--- src/logic/cfa_defines.svh ---
// constants of the converter fault aggregator: register offsets, field
// positions, reset values and widths; assumes nothing of its surroundings
`ifndef CFA_DEFINES_SVH
`define CFA_DEFINES_SVH

// register offsets on the configuration port
`define CFA_ADDR_W            12
`define CFA_ADDR_SUMMARY      12'h2c0
`define CFA_ADDR_STATUS       12'h2c1
`define CFA_ADDR_MASK         12'h2c2
`define CFA_ADDR_LANES        12'h2c4

// fault bit positions, shared by status and mask, and the summary read bit
`define CFA_BIT_LANE_BUF      5
`define CFA_BIT_PLL           4
`define CFA_BIT_LINK          3
`define CFA_BIT_REALIGN       2
`define CFA_BIT_RSVD          1
`define CFA_BIT_DIVIDER       0
`define CFA_BIT_SUMMARY       0

// reset values
`define CFA_STATUS_RESET      8'h3f
`define CFA_MASK_RESET        8'h3f
`define CFA_SUMMARY_RESET     8'h00
`define CFA_LANES_RESET       8'hff

// status bits that can raise the summary, and bits that hold storage
`define CFA_FAULT_BITS        8'h3d
`define CFA_STATUS_STORE      8'h3f

// widths
`define CFA_LANES             8
`define CFA_DIV_W             4

`endif

--- src/logic/cfa_pkg.sv ---
// types of the converter fault aggregator
// assumes cfa_defines.svh is on the include path
`include "cfa_defines.svh"

package cfa_pkg;

	typedef enum logic {
		CFA_LINK_8B10B,
		CFA_LINK_64B66B
	} cfa_link_mode_t;

	typedef struct packed {
		logic [7:0] status;
		logic [7:0] mask;
		logic       summary;
		logic       pin;
		logic [7:0] rdata;
		logic       rvalid;
		logic       link_en_d;
	} cfa_state_t;

	typedef struct packed {
		logic [`CFA_LANES-1:0] faults;
	} cfa_lane_state_t;

endpackage

--- src/logic/cfa_lane_faults.sv ---
// per-lane buffer fault record, one sticky bit per lane
// assumes lane errors and writes are synchronous to clock
`timescale 1ns/1ps
`default_nettype none
`include "cfa_defines.svh"

module cfa_lane_faults
	import cfa_pkg::*;
(
	// clock and resets
	input  wire logic                  clock,
	input  wire logic                  reset_n,
	input  wire logic                  soft_reset,
	// lane events, already qualified by the active lanes
	input  wire logic [`CFA_LANES-1:0] lane_err,
	// software clears
	input  wire logic                  wr_lanes,
	input  wire logic [7:0]            wdata,
	input  wire logic                  clear_all,
	// recorded faults
	output logic      [`CFA_LANES-1:0] faults
);

	cfa_lane_state_t st;
	cfa_lane_state_t st_next;

	always_comb begin
		st_next = st;
		// a clear in the same cycle as a new error loses to the error
		if (clear_all) begin
			st_next.faults = '0; // RQ15
		end else if (wr_lanes) begin
			st_next.faults = st.faults & ~wdata[`CFA_LANES-1:0];
		end
		st_next.faults = st_next.faults | lane_err; // RQ15
		if (soft_reset) begin
			st_next.faults = `CFA_LANES_RESET;
		end
	end

	always_ff @(posedge clock) begin
		if (!reset_n) begin
			st.faults <= `CFA_LANES_RESET;
		end else begin
			st <= st_next;
		end
	end

	assign faults = st.faults;

	lane_record_a: assert property (@(posedge clock) disable iff (!reset_n) // RQ15
		!soft_reset && (lane_err != '0) |=> (faults & $past(lane_err)) == $past(lane_err))
		else $error("lane error not recorded");

endmodule
`default_nettype wire

--- src/logic/cfa_fault_aggregator.sv ---
// fault collection of the converter: sticky status, mask, summary and
// the calibration status pin route, reached over the configuration port
// assumes all inputs synchronous to clock and a decoded register port
// Notes on behaviour
// RQ1: summary reads 1 when any latched fault is unmasked, else 0.
// RQ2: summary drives calibration status pin when its source select picks it.
// RQ3: lane buffer overflow or underflow on an active lane sets status bit 5.
// RQ4: serializer PLL out of lock sets status bit 4.
// RQ5: 8b/10b: link enabled but not in data state sets bit 3.
// RQ6: 64b/66b: link start or any realignment sets bit 3.
// RQ7: SYSREF realignment of internal clocks sets status bit 2.
// RQ8: divider state mismatch between channel pairs sets status bit 0.
// RQ9: status bits are sticky; writing 1 clears, writing 0 keeps.
// RQ10: power-on and soft reset load status with 0x3F.
// RQ11: with link disabled only the divider fault bit is meaningful.
// RQ12: host should clear faults after enabling the link.
// RQ13: mask bits match status positions, reset 0x3F, set mask hides fault.
// RQ14: host writes reserved mask bits with their defaults.
// RQ15: per-lane register records lane faults; clearing bit 5 clears all lanes.
// RQ16: host waits for initialization done before port transactions.
// RQ17: summary recomputed every cycle; clears and mask writes act next cycle.
`timescale 1ns/1ps
`default_nettype none
`include "cfa_defines.svh"

module cfa_fault_aggregator
	import cfa_pkg::*;
(
	// clock and resets
	input  wire logic                   clock,
	input  wire logic                   reset_n,
	input  wire logic                   soft_reset,
	// register port from the configuration serial decoder
	input  wire logic [`CFA_ADDR_W-1:0] reg_addr,
	input  wire logic                   reg_wr,
	input  wire logic                   reg_rd,
	input  wire logic [7:0]             reg_wdata,
	output logic      [7:0]             reg_rdata,
	output logic                        reg_rvalid,
	// lane buffers
	input  wire logic [`CFA_LANES-1:0]  lane_active,
	input  wire logic [`CFA_LANES-1:0]  lane_fifo_err,
	// serializer and link
	input  wire logic                   serdes_pll_locked,
	input  wire logic                   link_enable,
	input  wire logic                   link_mode_64b66b,
	input  wire logic                   link_data_state,
	input  wire logic                   link_realign,
	// clocking
	input  wire logic                   sysref_realign,
	input  wire logic [`CFA_DIV_W-1:0]  div_state_ab,
	input  wire logic [`CFA_DIV_W-1:0]  div_state_cd,
	// calibration status pin
	input  wire logic                   cal_status_sel_fault,
	input  wire logic                   cal_status_other,
	output logic                        cal_status_pin
);

	cfa_state_t            st;
	cfa_state_t            st_next;
	logic [7:0]            fault_set;
	logic [`CFA_LANES-1:0] lane_err;
	logic [`CFA_LANES-1:0] lane_faults;
	logic                  wr_status;
	logic                  wr_mask;
	logic                  wr_lanes;
	logic                  clear_lanes;
	cfa_link_mode_t        link_mode;

	// one decode used for every register access
	function automatic logic hit(input logic [`CFA_ADDR_W-1:0] addr,
		input logic [`CFA_ADDR_W-1:0] target);
		hit = (addr == target);
	endfunction

	// unmasked faults of a status and mask pair
	function automatic logic any_unmasked(input logic [7:0] status,
		input logic [7:0] mask);
		any_unmasked = |(status & ~mask & `CFA_FAULT_BITS);
	endfunction

	assign link_mode   = link_mode_64b66b ? CFA_LINK_64B66B : CFA_LINK_8B10B;
	assign lane_err    = lane_fifo_err & lane_active;
	assign wr_status   = reg_wr && hit(reg_addr, `CFA_ADDR_STATUS);
	assign wr_mask     = reg_wr && hit(reg_addr, `CFA_ADDR_MASK);
	assign wr_lanes    = reg_wr && hit(reg_addr, `CFA_ADDR_LANES);
	assign clear_lanes = wr_status && reg_wdata[`CFA_BIT_LANE_BUF]; // RQ15

	// fault sources seen in this cycle
	always_comb begin
		fault_set = '0;
		fault_set[`CFA_BIT_LANE_BUF] = |lane_err; // RQ3
		fault_set[`CFA_BIT_PLL] = !serdes_pll_locked; // RQ4
		unique case (link_mode)
			CFA_LINK_8B10B: begin
				fault_set[`CFA_BIT_LINK] = link_enable && !link_data_state; // RQ5
			end
			CFA_LINK_64B66B: begin
				// no data state exists here, so only start and realignments count
				fault_set[`CFA_BIT_LINK] = (link_enable && !st.link_en_d) || link_realign; // RQ6
			end
		endcase
		fault_set[`CFA_BIT_REALIGN] = sysref_realign; // RQ7
		// the divider compare ignores the link enable, so this bit stays meaningful with the link off
		fault_set[`CFA_BIT_DIVIDER] = (div_state_ab != div_state_cd); // RQ8 RQ11
	end

	always_comb begin
		st_next = st;
		st_next.link_en_d = link_enable;
		// write-one-to-clear first, then new faults; a fault in the clear cycle wins
		if (wr_status) begin
			st_next.status = st.status & ~reg_wdata; // RQ9
		end
		st_next.status = (st_next.status | fault_set) & `CFA_STATUS_STORE; // RQ9
		if (wr_mask) begin
			// reserved bits are stored as written; keeping defaults is up to the host
			st_next.mask = reg_wdata; // RQ13
		end
		// summary follows the registered status, so it lags a clear by one cycle
		st_next.summary = any_unmasked(st.status, st.mask); // RQ1 RQ17
		st_next.pin = cal_status_sel_fault ? st.summary : cal_status_other; // RQ2
		st_next.rvalid = reg_rd;
		st_next.rdata = '0;
		if (reg_rd) begin
			if (hit(reg_addr, `CFA_ADDR_SUMMARY)) begin
				st_next.rdata[`CFA_BIT_SUMMARY] = st.summary; // RQ1
			end else if (hit(reg_addr, `CFA_ADDR_STATUS)) begin
				st_next.rdata = st.status;
			end else if (hit(reg_addr, `CFA_ADDR_MASK)) begin
				st_next.rdata = st.mask;
			end else if (hit(reg_addr, `CFA_ADDR_LANES)) begin
				st_next.rdata = lane_faults;
			end
		end
		if (soft_reset) begin
			st_next.status  = `CFA_STATUS_RESET; // RQ10
			st_next.mask    = `CFA_MASK_RESET; // RQ13
			st_next.summary = 1'b0;
		end
	end

	always_ff @(posedge clock) begin
		if (!reset_n) begin
			st.status    <= `CFA_STATUS_RESET; // RQ10
			st.mask      <= `CFA_MASK_RESET; // RQ13
			st.summary   <= 1'b0;
			st.pin       <= 1'b0;
			st.rdata     <= `CFA_SUMMARY_RESET;
			st.rvalid    <= 1'b0;
			st.link_en_d <= 1'b0;
		end else begin
			st <= st_next;
		end
	end

	cfa_lane_faults u_lanes (
		.clock      (clock),
		.reset_n    (reset_n),
		.soft_reset (soft_reset),
		.lane_err   (lane_err),
		.wr_lanes   (wr_lanes),
		.wdata      (reg_wdata),
		.clear_all  (clear_lanes),
		.faults     (lane_faults)
	);

	assign reg_rdata      = st.rdata;
	assign reg_rvalid     = st.rvalid;
	assign cal_status_pin = st.pin;

	summary_follows_a: assert property (@(posedge clock) disable iff (!reset_n) // RQ1
		!soft_reset && !$past(soft_reset) |->
			st.summary == |($past(st.status) & ~$past(st.mask) & `CFA_FAULT_BITS))
		else $error("summary does not match unmasked faults");

	summary_read_a: assert property (@(posedge clock) disable iff (!reset_n) // RQ1
		reg_rd && hit(reg_addr, `CFA_ADDR_SUMMARY) |=>
			reg_rvalid && reg_rdata == {7'h00, $past(st.summary)})
		else $error("summary read wrong");

	pin_route_a: assert property (@(posedge clock) disable iff (!reset_n) // RQ2
		cal_status_sel_fault |=> cal_status_pin == $past(st.summary))
		else $error("pin does not carry summary");

	lane_set_a: assert property (@(posedge clock) disable iff (!reset_n) // RQ3
		|(lane_fifo_err & lane_active) |=> st.status[`CFA_BIT_LANE_BUF])
		else $error("lane buffer fault not set");

	pll_set_a: assert property (@(posedge clock) disable iff (!reset_n) // RQ4
		!serdes_pll_locked |=> st.status[`CFA_BIT_PLL])
		else $error("pll fault not set");

	link_8b10b_a: assert property (@(posedge clock) disable iff (!reset_n) // RQ5
		!link_mode_64b66b && link_enable && !link_data_state |=> st.status[`CFA_BIT_LINK])
		else $error("link fault not set in 8b10b");

	link_64b66b_a: assert property (@(posedge clock) disable iff (!reset_n) // RQ6
		link_mode_64b66b && ($rose(link_enable) || link_realign) |=> st.status[`CFA_BIT_LINK])
		else $error("link fault not set in 64b66b");

	realign_set_a: assert property (@(posedge clock) disable iff (!reset_n) // RQ7
		sysref_realign |=> st.status[`CFA_BIT_REALIGN])
		else $error("realign fault not set");

	divider_set_a: assert property (@(posedge clock) disable iff (!reset_n) // RQ8
		div_state_ab != div_state_cd |=> st.status[`CFA_BIT_DIVIDER])
		else $error("divider fault not set");

	status_sticky_a: assert property (@(posedge clock) disable iff (!reset_n) // RQ9
		!wr_status && !soft_reset |=> (st.status & $past(st.status)) == $past(st.status))
		else $error("status bit lost without a clear");

	status_clear_a: assert property (@(posedge clock) disable iff (!reset_n) // RQ9
		wr_status && !soft_reset |=>
			(st.status & $past(reg_wdata) & ~$past(fault_set)) == 8'h00)
		else $error("written one did not clear");

	soft_reset_a: assert property (@(posedge clock) disable iff (!reset_n) // RQ10
		soft_reset |=> st.status == `CFA_STATUS_RESET && st.mask == `CFA_MASK_RESET)
		else $error("soft reset values wrong");

	mask_hides_a: assert property (@(posedge clock) disable iff (!reset_n) // RQ13
		(st.mask & `CFA_FAULT_BITS) == `CFA_FAULT_BITS && !soft_reset |=> !st.summary)
		else $error("masked fault reached summary");

	lane_clear_a: assert property (@(posedge clock) disable iff (!reset_n) // RQ15
		clear_lanes && lane_err == '0 && !soft_reset |=> lane_faults == '0)
		else $error("lane record not cleared");

	mask_write_a: assert property (@(posedge clock) disable iff (!reset_n) // RQ17
		wr_mask && !soft_reset |=> st.mask == $past(reg_wdata) ##1
			st.summary == any_unmasked($past(st.status), $past(st.mask)))
		else $error("mask write did not reach summary");

	// register read-back, reset values and the quiet paths
	reset_values_a: assert property (@(posedge clock) // RQ10
		!reset_n |=> st.status == `CFA_STATUS_RESET && st.mask == `CFA_MASK_RESET && !st.summary)
		else $error("reset values wrong");

	status_reserved_a: assert property (@(posedge clock) disable iff (!reset_n) // RQ10
		st.status[7:6] == 2'b00)
		else $error("reserved status bits set");

	divider_link_off_a: assert property (@(posedge clock) disable iff (!reset_n) // RQ11
		!link_enable && div_state_ab != div_state_cd |=> st.status[`CFA_BIT_DIVIDER])
		else $error("divider fault lost with link off");

	pin_other_a: assert property (@(posedge clock) disable iff (!reset_n) // RQ2
		!cal_status_sel_fault |=> cal_status_pin == $past(cal_status_other))
		else $error("pin does not carry other source");

	status_read_a: assert property (@(posedge clock) disable iff (!reset_n) // RQ9
		reg_rd && hit(reg_addr, `CFA_ADDR_STATUS) |=>
			reg_rvalid && reg_rdata == $past(st.status))
		else $error("status read wrong");

	mask_read_a: assert property (@(posedge clock) disable iff (!reset_n) // RQ13
		reg_rd && hit(reg_addr, `CFA_ADDR_MASK) |=>
			reg_rvalid && reg_rdata == $past(st.mask))
		else $error("mask read wrong");

	lane_read_a: assert property (@(posedge clock) disable iff (!reset_n) // RQ15
		reg_rd && hit(reg_addr, `CFA_ADDR_LANES) |=>
			reg_rvalid && reg_rdata == $past(lane_faults))
		else $error("lane record read wrong");

	mask_keep_a: assert property (@(posedge clock) disable iff (!reset_n) // RQ13
		!wr_mask && !soft_reset |=> st.mask == $past(st.mask))
		else $error("mask changed without a write");

	status_rise_a: assert property (@(posedge clock) disable iff (!reset_n) // RQ9
		!soft_reset |=> (st.status & ~$past(st.status) & ~$past(fault_set)) == 8'h00)
		else $error("status bit set without a fault");

	zero_write_keeps_a: assert property (@(posedge clock) disable iff (!reset_n) // RQ9
		wr_status && !soft_reset |=>
			(st.status & $past(st.status) & ~$past(reg_wdata)) == ($past(st.status) & ~$past(reg_wdata)))
		else $error("written zero lost a status bit");

	summary_raise_a: assert property (@(posedge clock) disable iff (!reset_n) // RQ1
		(st.status & ~st.mask & `CFA_FAULT_BITS) != 8'h00 && !soft_reset |=> st.summary)
		else $error("unmasked fault missing from summary");

	summary_soft_a: assert property (@(posedge clock) disable iff (!reset_n) // RQ10
		soft_reset |=> !st.summary)
		else $error("summary not cleared by soft reset");

	summary_drop_a: assert property (@(posedge clock) disable iff (!reset_n) // RQ17
		wr_status && reg_wdata == `CFA_STATUS_STORE && fault_set == 8'h00 |=> ##1 !st.summary)
		else $error("summary did not drop after a full clear");

	lane_bit_clear_a: assert property (@(posedge clock) disable iff (!reset_n) // RQ15
		wr_lanes && !soft_reset |=> (lane_faults & $past(reg_wdata) & ~$past(lane_err)) == 8'h00)
		else $error("lane bit not cleared");

	lane_sticky_a: assert property (@(posedge clock) disable iff (!reset_n) // RQ15
		!wr_lanes && !clear_lanes && !soft_reset |=>
			(lane_faults & $past(lane_faults)) == $past(lane_faults))
		else $error("lane fault lost without a clear");

	lane_soft_a: assert property (@(posedge clock) disable iff (!reset_n) // RQ15
		soft_reset |=> lane_faults == `CFA_LANES_RESET)
		else $error("lane record not reset");

endmodule
`default_nettype wire

--- config.mk ---
export PLATFORM = sky130hd
export DESIGN_NAME = cfa_fault_aggregator
export DESIGN_NICKNAME = d
export VERILOG_FILES = /design/src/logic/cfa_pkg.sv /design/src/logic/cfa_lane_faults.sv /design/src/logic/cfa_fault_aggregator.sv
export VERILOG_INCLUDE_DIRS = /design/src /design/src/logic
export SDC_FILE = /design/constraint.sdc
export NUM_CORES = 1
export LEC_CHECK = 0
export ABC_AREA = 1
export BUFFER_PORTS_ARGS = -buffer_cell sky130_fd_sc_hd__buf_2
export CORE_ASPECT_RATIO = 1.5
export CORE_MARGIN = 3
export CORE_UTILIZATION = 50
export CTS_CLUSTER_DIAMETER = 200
export CTS_CLUSTER_SIZE = 14
export DETAILED_ROUTE_END_ITERATION = 12
export PLACE_DENSITY = 0.91
export SLEW_MARGIN = 15
export SYNTH_ARGS = -nofsm -noshare
export SYNTH_HDL_FRONTEND = slang
export SYNTH_HIERARCHICAL = 1
export SYNTH_SLANG_ARGS = --single-unit
--- constraint.sdc ---
create_clock -name clock -period 1.6 [get_ports clock]
set_clock_uncertainty 0.1 [all_clocks]
set_input_delay 0.24 -clock clock [delete_from_list [all_inputs] [get_ports clock]]
set_output_delay 0.24 -clock clock [all_outputs]
set_load 0.05 [all_outputs]
==> flow_summary_export.csv, run 1 <==
group,metric,value,unit
outcome,status,"complete, no violations",
critical_path,regToRegSetupSlack,640,ps
synth,yosys_most_used_dff,"dfxtp_1",
clocking,cts_sinks,34,
critical_path,worstSetupPathType,"input port to flip-flop",
timing,post-route-min-period,1200,ps
synth,synth_edf_count,0,
cells_and_area,antenna_cells,0,
clocking,cts_buffer_depth,2,
synth,ys_seq_area_share,33.9,%
global_routing,grtUsageMet3,3.72,%
detailed_routing,postRouteAntennaNets,0,
floorplanning,start_util,53.1,%
critical_path,r2r_cells,4,
clocking,cts_tree,"built",
global_routing,grt_busiest_layer,"met2",
timing,rsz0062_at_grt,"false",
global_routing,grt_remaining_overflow,0,
place,dp_hpwl,3780,µm
pwr,power_density,745,nW/µm²
detailed_routing,routed_wl,4610,µm
detailed_routing,dr.pass1.iters,4,
cells_and_area,layout_commonest_cell,"nand2_1",
pwr,p_switching,427,µW
global_routing,grtUsageTotal,20.4,%
run,drv_cap,0,
critical_path,cp_data_required_time,1690,ps
pwr,comb_power_share,11.6,%
floorplanning,die-area,4830,µm²
detailed_routing,drt_iter0_drc,69,
worst_hold_path,hp-start,"cal_status_sel_fault",
critical_path,crit_path_frequent_cell,"nand2_1",
timing,tightest_slew,286,ps
clocking,cts_buffers,5,
synth,async_flop_share,0,%
global_routing,use_met1,22.1,%
global_routing,grt_max_degree,14,
timing,finalCritPeriodShare,75.1,%
cells_and_area,area_growth,22.5,%
place,place_congestion,0.816,
detailed_routing,vias_per_cell,4.85,
critical_path,cp_num_buf_inv,2,
critical_path,crit_family,"simple AND/OR/NAND/NOR gates",
global_routing,use_met2,36.3,%
synth,ys_types,29,
global_routing,grt_pass1_vias,1939,
critical_path,cp_slowest_stage_delay,160,ps
critical_path,worst_setup_path_start_kind,"input port",
pwr,ir_worst_vdd,0.000768,V
detailed_routing,drcViolationCount,0,
critical_path,cp_data_arrival_time,1290,ps
global_routing,grt_pass1_wl,7880,µm
pwr,seq_power_share,46.4,%
critical_path,rr_endpoint,"st[11]$_SDFF_PP0_",
timing,slew-limit-headroom,80.9,%
floorplanning,die_x,57.8,µm
critical_path,end_kind,"flip-flop",
worst_hold_path,hold_path_class,"input port to flip-flop",
worst_hold_path,whs_path_depth,2,
synth,ys_seq_elements,34,
floorplanning,fp.coreArea,3780,µm²
clocking,ctsResizeCount,0,
clocking,post-cts-setup-buffers,0,
detailed_routing,via_count,2037,
global_routing,antenna_found_initial,0,
clocking,cts_max_level,2,
critical_path,slowest_stage,"buf_4",
pwr,p_clk_share,42.1,%
worst_hold_path,min_to,"cal_status_pin$_SDFF_PN0_",
cells_and_area,final_cell_mix,"73 x nand2_1, 66 x buf_2, 52 x inv_1",
pwr,p_leak,1.57,nW
synth,syn_nets,365,
synth,syn_area,2010,µm²
cells_and_area,finalInstanceArea,2460,µm²
synth,syn-instance-count,308,
pwr,swShare,23.3,%
cells_and_area,instances_no_fill,420,
synth,syn_area_per_cell,6.53,µm²
place,place_inst,412,
floorplanning,dieHeight,83.7,µm
cells_and_area,drive_above_1_share,28.9,%
place,port_buffers,66,
floorplanning,io-pin-count,67,
synth,yosysWarnings,6,
timing,hold_viol_final,0,
clocking,clk_latency,290,ps
cells_and_area,nets,433,
timing,clock.fmax,833,MHz
critical_path,crit_chain,"buf_2, nor2_2, nand2_2, nor2_8, nand2_1, nor2_1, buf_4, nand2_1, nand3_1, nand2_1",
pwr,p_int,1.41,mW
clocking,clk_pin_slew_worst_paths,70,ps
clocking,clock-root-buffer,"clkbuf_8",
place,post_dp_cell_area,2360,µm²
timing,fin_tns_setup,0,ps
critical_path,r2r-start,"st[24]$_SDFF_PP1_",
cells_and_area,fillers,331,
timing,final-setup-viol-count,0,
floorplanning,rows,27,
clocking,hold_buffers,0,
critical_path,critPathMaxFanout,8,
timing,slew_violations,0,
detailed_routing,routedWlPerCell,11.0,µm
power by group through the flow:
| stage | sequential [mW] | combinational [mW] | clock (mW) |
|---|---|---|---|
| after floorplan | 0.880 | 0.0986 | 0 |
| after global placement | 0.870 | 0.209 | 0 |
| after detailed placement | 0.870 | 0.212 | 0 |
| after CTS | 0.851 | 0.213 | 0.785 |
| after global routing | 0.851 | 0.239 | 0.820 |
| final | 0.851 | 0.212 | 0.772 |
cells by family after synthesis:
| family | after synthesis | share of synthesized area, % |
|---|---|---|
| AOI/OAI and AO/OA | 13 | 3.61 |
| and+or+nand+nor | 188 | 45.6 |
| xor gates and xnor gates | 2 | 0.871 |
| buffers and inverters | 71 | 16.1 |
| DFF | 34 | 33.9 |
routing by layer:
layer  vias up  wire (µm)
met5         -          0
met4         0        126
met3        11        306
met2        82       2410
met1       874       1770
li1       1070          -
flip-flops by register name, summed over array words and instances, names as in the netlist:
| signal | flops |
|---|---|
| cal_status_pin | 1 |
| st | 16 |
| reg_rvalid | 1 |
| u_lanes/faults | 8 |
| reg_rdata | 8 |
layout make-up:
cell class / count / area, µm² / area share, %
inverters: 57 / 219 / 8.89
well taps: 43 / 53.8 / 2.18
repair buffers: 75 / 398 / 16.2
clock inverters: 1 / 30.0 / 1.22
flip-flops and latches: 34 / 681 / 27.6
clock buffers: 7 / 76.3 / 3.10
multi-input cells: 203 / 1010 / 40.8
cell usage after synthesis, types with 4 or more instances:
cell     instances  area [µm²]
nand4_1          6        37.5
inv_1           52         195
buf_4            9        67.6
nor2_1          42         158
o21ai_0          4        20.0
nand2_1         73         274
nor2_2           8        50.1
nand3_1         39         195
dfxtp_1         34         681
nand2_2          6        37.5
inv_2            4        15.0
worst max-delay path by stage:
stage / start / endpoint / slack, ps / cells after the start
detailed placement: reg_addr[5] / u_lanes/faults[3]$_SDFF_PP1_ / 110 / 10
global route: reg_addr[5] / u_lanes/faults[4]$_SDFF_PP1_ / 270 / 10
CTS: reg_rvalid$_SDFF_PN0_ / reg_rvalid / 390 / 1
floorplan: reg_addr[11] / u_lanes/faults[6]$_SDFF_PP1_ / 180 / 9
finish: reg_addr[5] / u_lanes/faults[3]$_SDFF_PP1_ / 400 / 10
global placement: reg_addr[11] / u_lanes/faults[0]$_SDFF_PP1_ / 170 / 9
per-stage QoR:
stage	util, %	worst slack, ps	power [mW]	hold slack [ps]
floorplan	-	180	0.978	233
global placement	62.3	168	1.08	330
detailed placement	62.3	109	1.08	336
CTS	65.1	389	1.85	26.8
global route	65.1	275	1.91	23.9
finish	65.1	399	1.84	27.8
(Power assumes the default switching activity.)
==> run 2, diff against run 1 <==
Settings changed: CORE_UTILIZATION 50 to 45, PLACE_DENSITY 0.91 to 0.87.
Clock period 1.6 ns to 1.1 ns, I/O delays scaled along.
==> run 2 against run 1 <==
Critical path depth unchanged. Design area grew 9.0%. Non-clock buffer count grew 11. Count of clock-buffer cells in the layout down 2. Worst setup slack worse by 370 ps. Combinational power is 66% higher. Power up 63%.
==> flow_summary_export.csv, run 2 (synthesis gave the netlist of run 1 again) <==
group,metric,value,unit
timing,slew_violations,0,
clocking,clk_latency,290,ps
timing,slew-limit-headroom,78.3,%
detailed_routing,postRouteAntennaNets,0,
clocking,clk_pin_slew_worst_paths,70,ps
cells_and_area,layout_commonest_cell,"nand2_1",
cells_and_area,antenna_cells,0,
timing,post-route-min-period,1070,ps
worst_hold_path,hold_path_class,"input port to flip-flop",
place,dp_hpwl,3870,µm
cells_and_area,nets,444,
detailed_routing,wl_met2,2790,µm
detailed_routing,vias_per_cell,4.88,
clocking,clock-root-buffer,"clkbuf_8",
run,drv_cap,0,
clocking,cts_buffers,5,
critical_path,end_kind,"flip-flop",
critical_path,regToRegSetupSlack,100,ps
clocking,cts_max_level,2,
floorplanning,rows,29,
detailed_routing,dr.pass1.iters,5,
pwr,ir_worst_vdd,0.000832,V
critical_path,slowest_stage,"nor2_8",
detailed_routing,wl_met1,2030,µm
detailed_routing,drt_iter0_drc,47,
pwr,power_density,1110,nW/µm²
place,place_congestion,0.860,
timing,rsz0062_at_grt,"true",
critical_path,cp_slowest_stage_delay,160,ps
cells_and_area,largest-register,"st",
critical_path,cp_data_arrival_time,1140,ps
clocking,cts_tree,"built",
timing,hold_viol_final,0,
clocking,cts_sinks,34,
cells_and_area,drive_above_1_share,32.0,%
detailed_routing,via_count,2119,
critical_path,worst_setup_path_start_kind,"input port",
outcome,status,"complete, no violations",
detailed_routing,highest_layer,"met4",
timing,setup_slack,33.3,ps
floorplanning,dieHeight,87.9,µm
critical_path,cp_data_required_time,1180,ps
critical_path,cp_num_buf_inv,2,
global_routing,grt_remaining_overflow,0,
floorplanning,fp.coreArea,4280,µm²
pwr,p_leak,1.69,nW
detailed_routing,routed_wl,5130,µm
critical_path,crit_chain,"buf_2, nor2_4, nand2_4, nor2_8, nand2_4, nor2_2, buf_6, nand2_1, nand3_1, nand2_1",
cells_and_area,largest_reg_flops,16,
timing,final-setup-viol-count,0,
place,port_buffers,66,
timing,clock.fmax,938,MHz
global_routing,antenna_found_initial,0,
cells_and_area,instances_no_fill,434,
floorplanning,io-pin-count,67,
critical_path,worstSetupPathType,"input port to flip-flop",
timing,finalCritPeriodShare,97.0,%
detailed_routing,met3_length,217,µm
place,place_inst,422,
critical_path,crit_family,"simple AND/OR/NAND/NOR gates",
global_routing,grt_max_degree,13,
cells_and_area,final_cell_mix,"72 x nand2_1, 56 x buf_2, 51 x inv_1",
floorplanning,start_util,47.0,%
global_routing,grtUsageTotal,20.1,%
place,dp_slack,-255,ps
floorplanning,die_x,60.6,µm
critical_path,critPathMaxFanout,8,
timing,tightest_slew,324,ps
detailed_routing,routedWlPerCell,11.8,µm
detailed_routing,drcViolationCount,0,
clocking,cts_buffer_depth,2,
floorplanning,die-area,5320,µm²
global_routing,grt_pass1_wl,8230,µm
cells_and_area,area_growth,33.6,%
global_routing,grt_pass1_vias,1967,
-- run 2: cell count changes in the layout (fill, tap and decap cells not counted), moves of 2 or more --
cell / delta
nor2_4: +2
nand2_4: +3
nor2_1: -3
dlygate4sd3_1: +3
buf_6: +5
clkbuf_1: -2
nand2_2: -2
buf_2: -10
buf_4: +12
-- run 2: layer usage --
metal / up-vias / GRT usage, %
met5: - / 0
met4: 0 / 9.27
met3: 7 / 3.10
met2: 71 / 35.8
met1: 948 / 22.7
li1: 1093 / -
-- run 2: report_power, final --
group / total (mW) / internal [mW] / switching [mW] / leakage (nW)
Combinational: 0.352 / 0.159 / 0.192 / 1.35
Clock: 1.40 / 0.908 / 0.495 / 0.0683
Sequential: 1.24 / 1.24 / 0.00222 / 0.275
Total: 2.99 / 2.30 / 0.689 / 1.69
-- run 2: what timing repair did --
action                                  4_1_cts  5_1_grt
setup buffers                                 0        1
hold buffers                                  3        0
endpoints found under the setup margin       10       15
endpoints found under the hold margin         3        0
gates resized for setup                      10       14
-- run 2: worst reg2reg max path, delay by kind of cell, from the launching register on --
kind	cells	cell delay (ps)
and+or+nand+nor	2	190
DFF	1	380
buffers and inverters	1	70
AOI/OAI and AO/OA	1	210
-- run 2: cell type report --
| cell class | instances | area [µm²] |
|---|---|---|
| Inverter | 57 | 219 |
| Fill cell | 400 | 1600 |
| Clock inverter | 3 | 68.8 |
| Clock buffer | 5 | 68.8 |
| Timing Repair Buffer | 86 | 544 |
| Sequential cell | 34 | 681 |
| Tap cell | 46 | 57.6 |
| Multi-Input combinational cell | 203 | 1050 |
-- run 2: final timing paths --
kind / to / cells past startpoint / startpoint
hold reg to reg: cal_status_pin$_SDFF_PN0_ / 2 / st[11]$_SDFF_PP0_
hold / removal: st[17]$_SDFFE_PP1P_ / 3 / reg_wdata[5]
setup / recovery: u_lanes/faults[0]$_SDFF_PP1_ / 10 / reg_addr[5]
setup reg to reg: st[11]$_SDFF_PP0_ / 4 / st[24]$_SDFF_PP1_
-- run 2: through the flow --
stage | area (µm²) | util [%] | hold slack (ps) | TNS (ps) | total power [mW]
after floorplan | 2020 | - | 158 | -1300 | 1.43
after global routing | 2690 | 62.7 | 9.90 | -213 | 3.10
final | 2690 | 62.7 | 9.97 | 0 | 2.99
after CTS | 2630 | 61.5 | 5.07 | 0 | 3.00
after detailed placement | 2440 | 57.0 | 262 | -5450 | 1.59
after global placement | 2440 | 57.0 | 254 | -4590 | 1.59
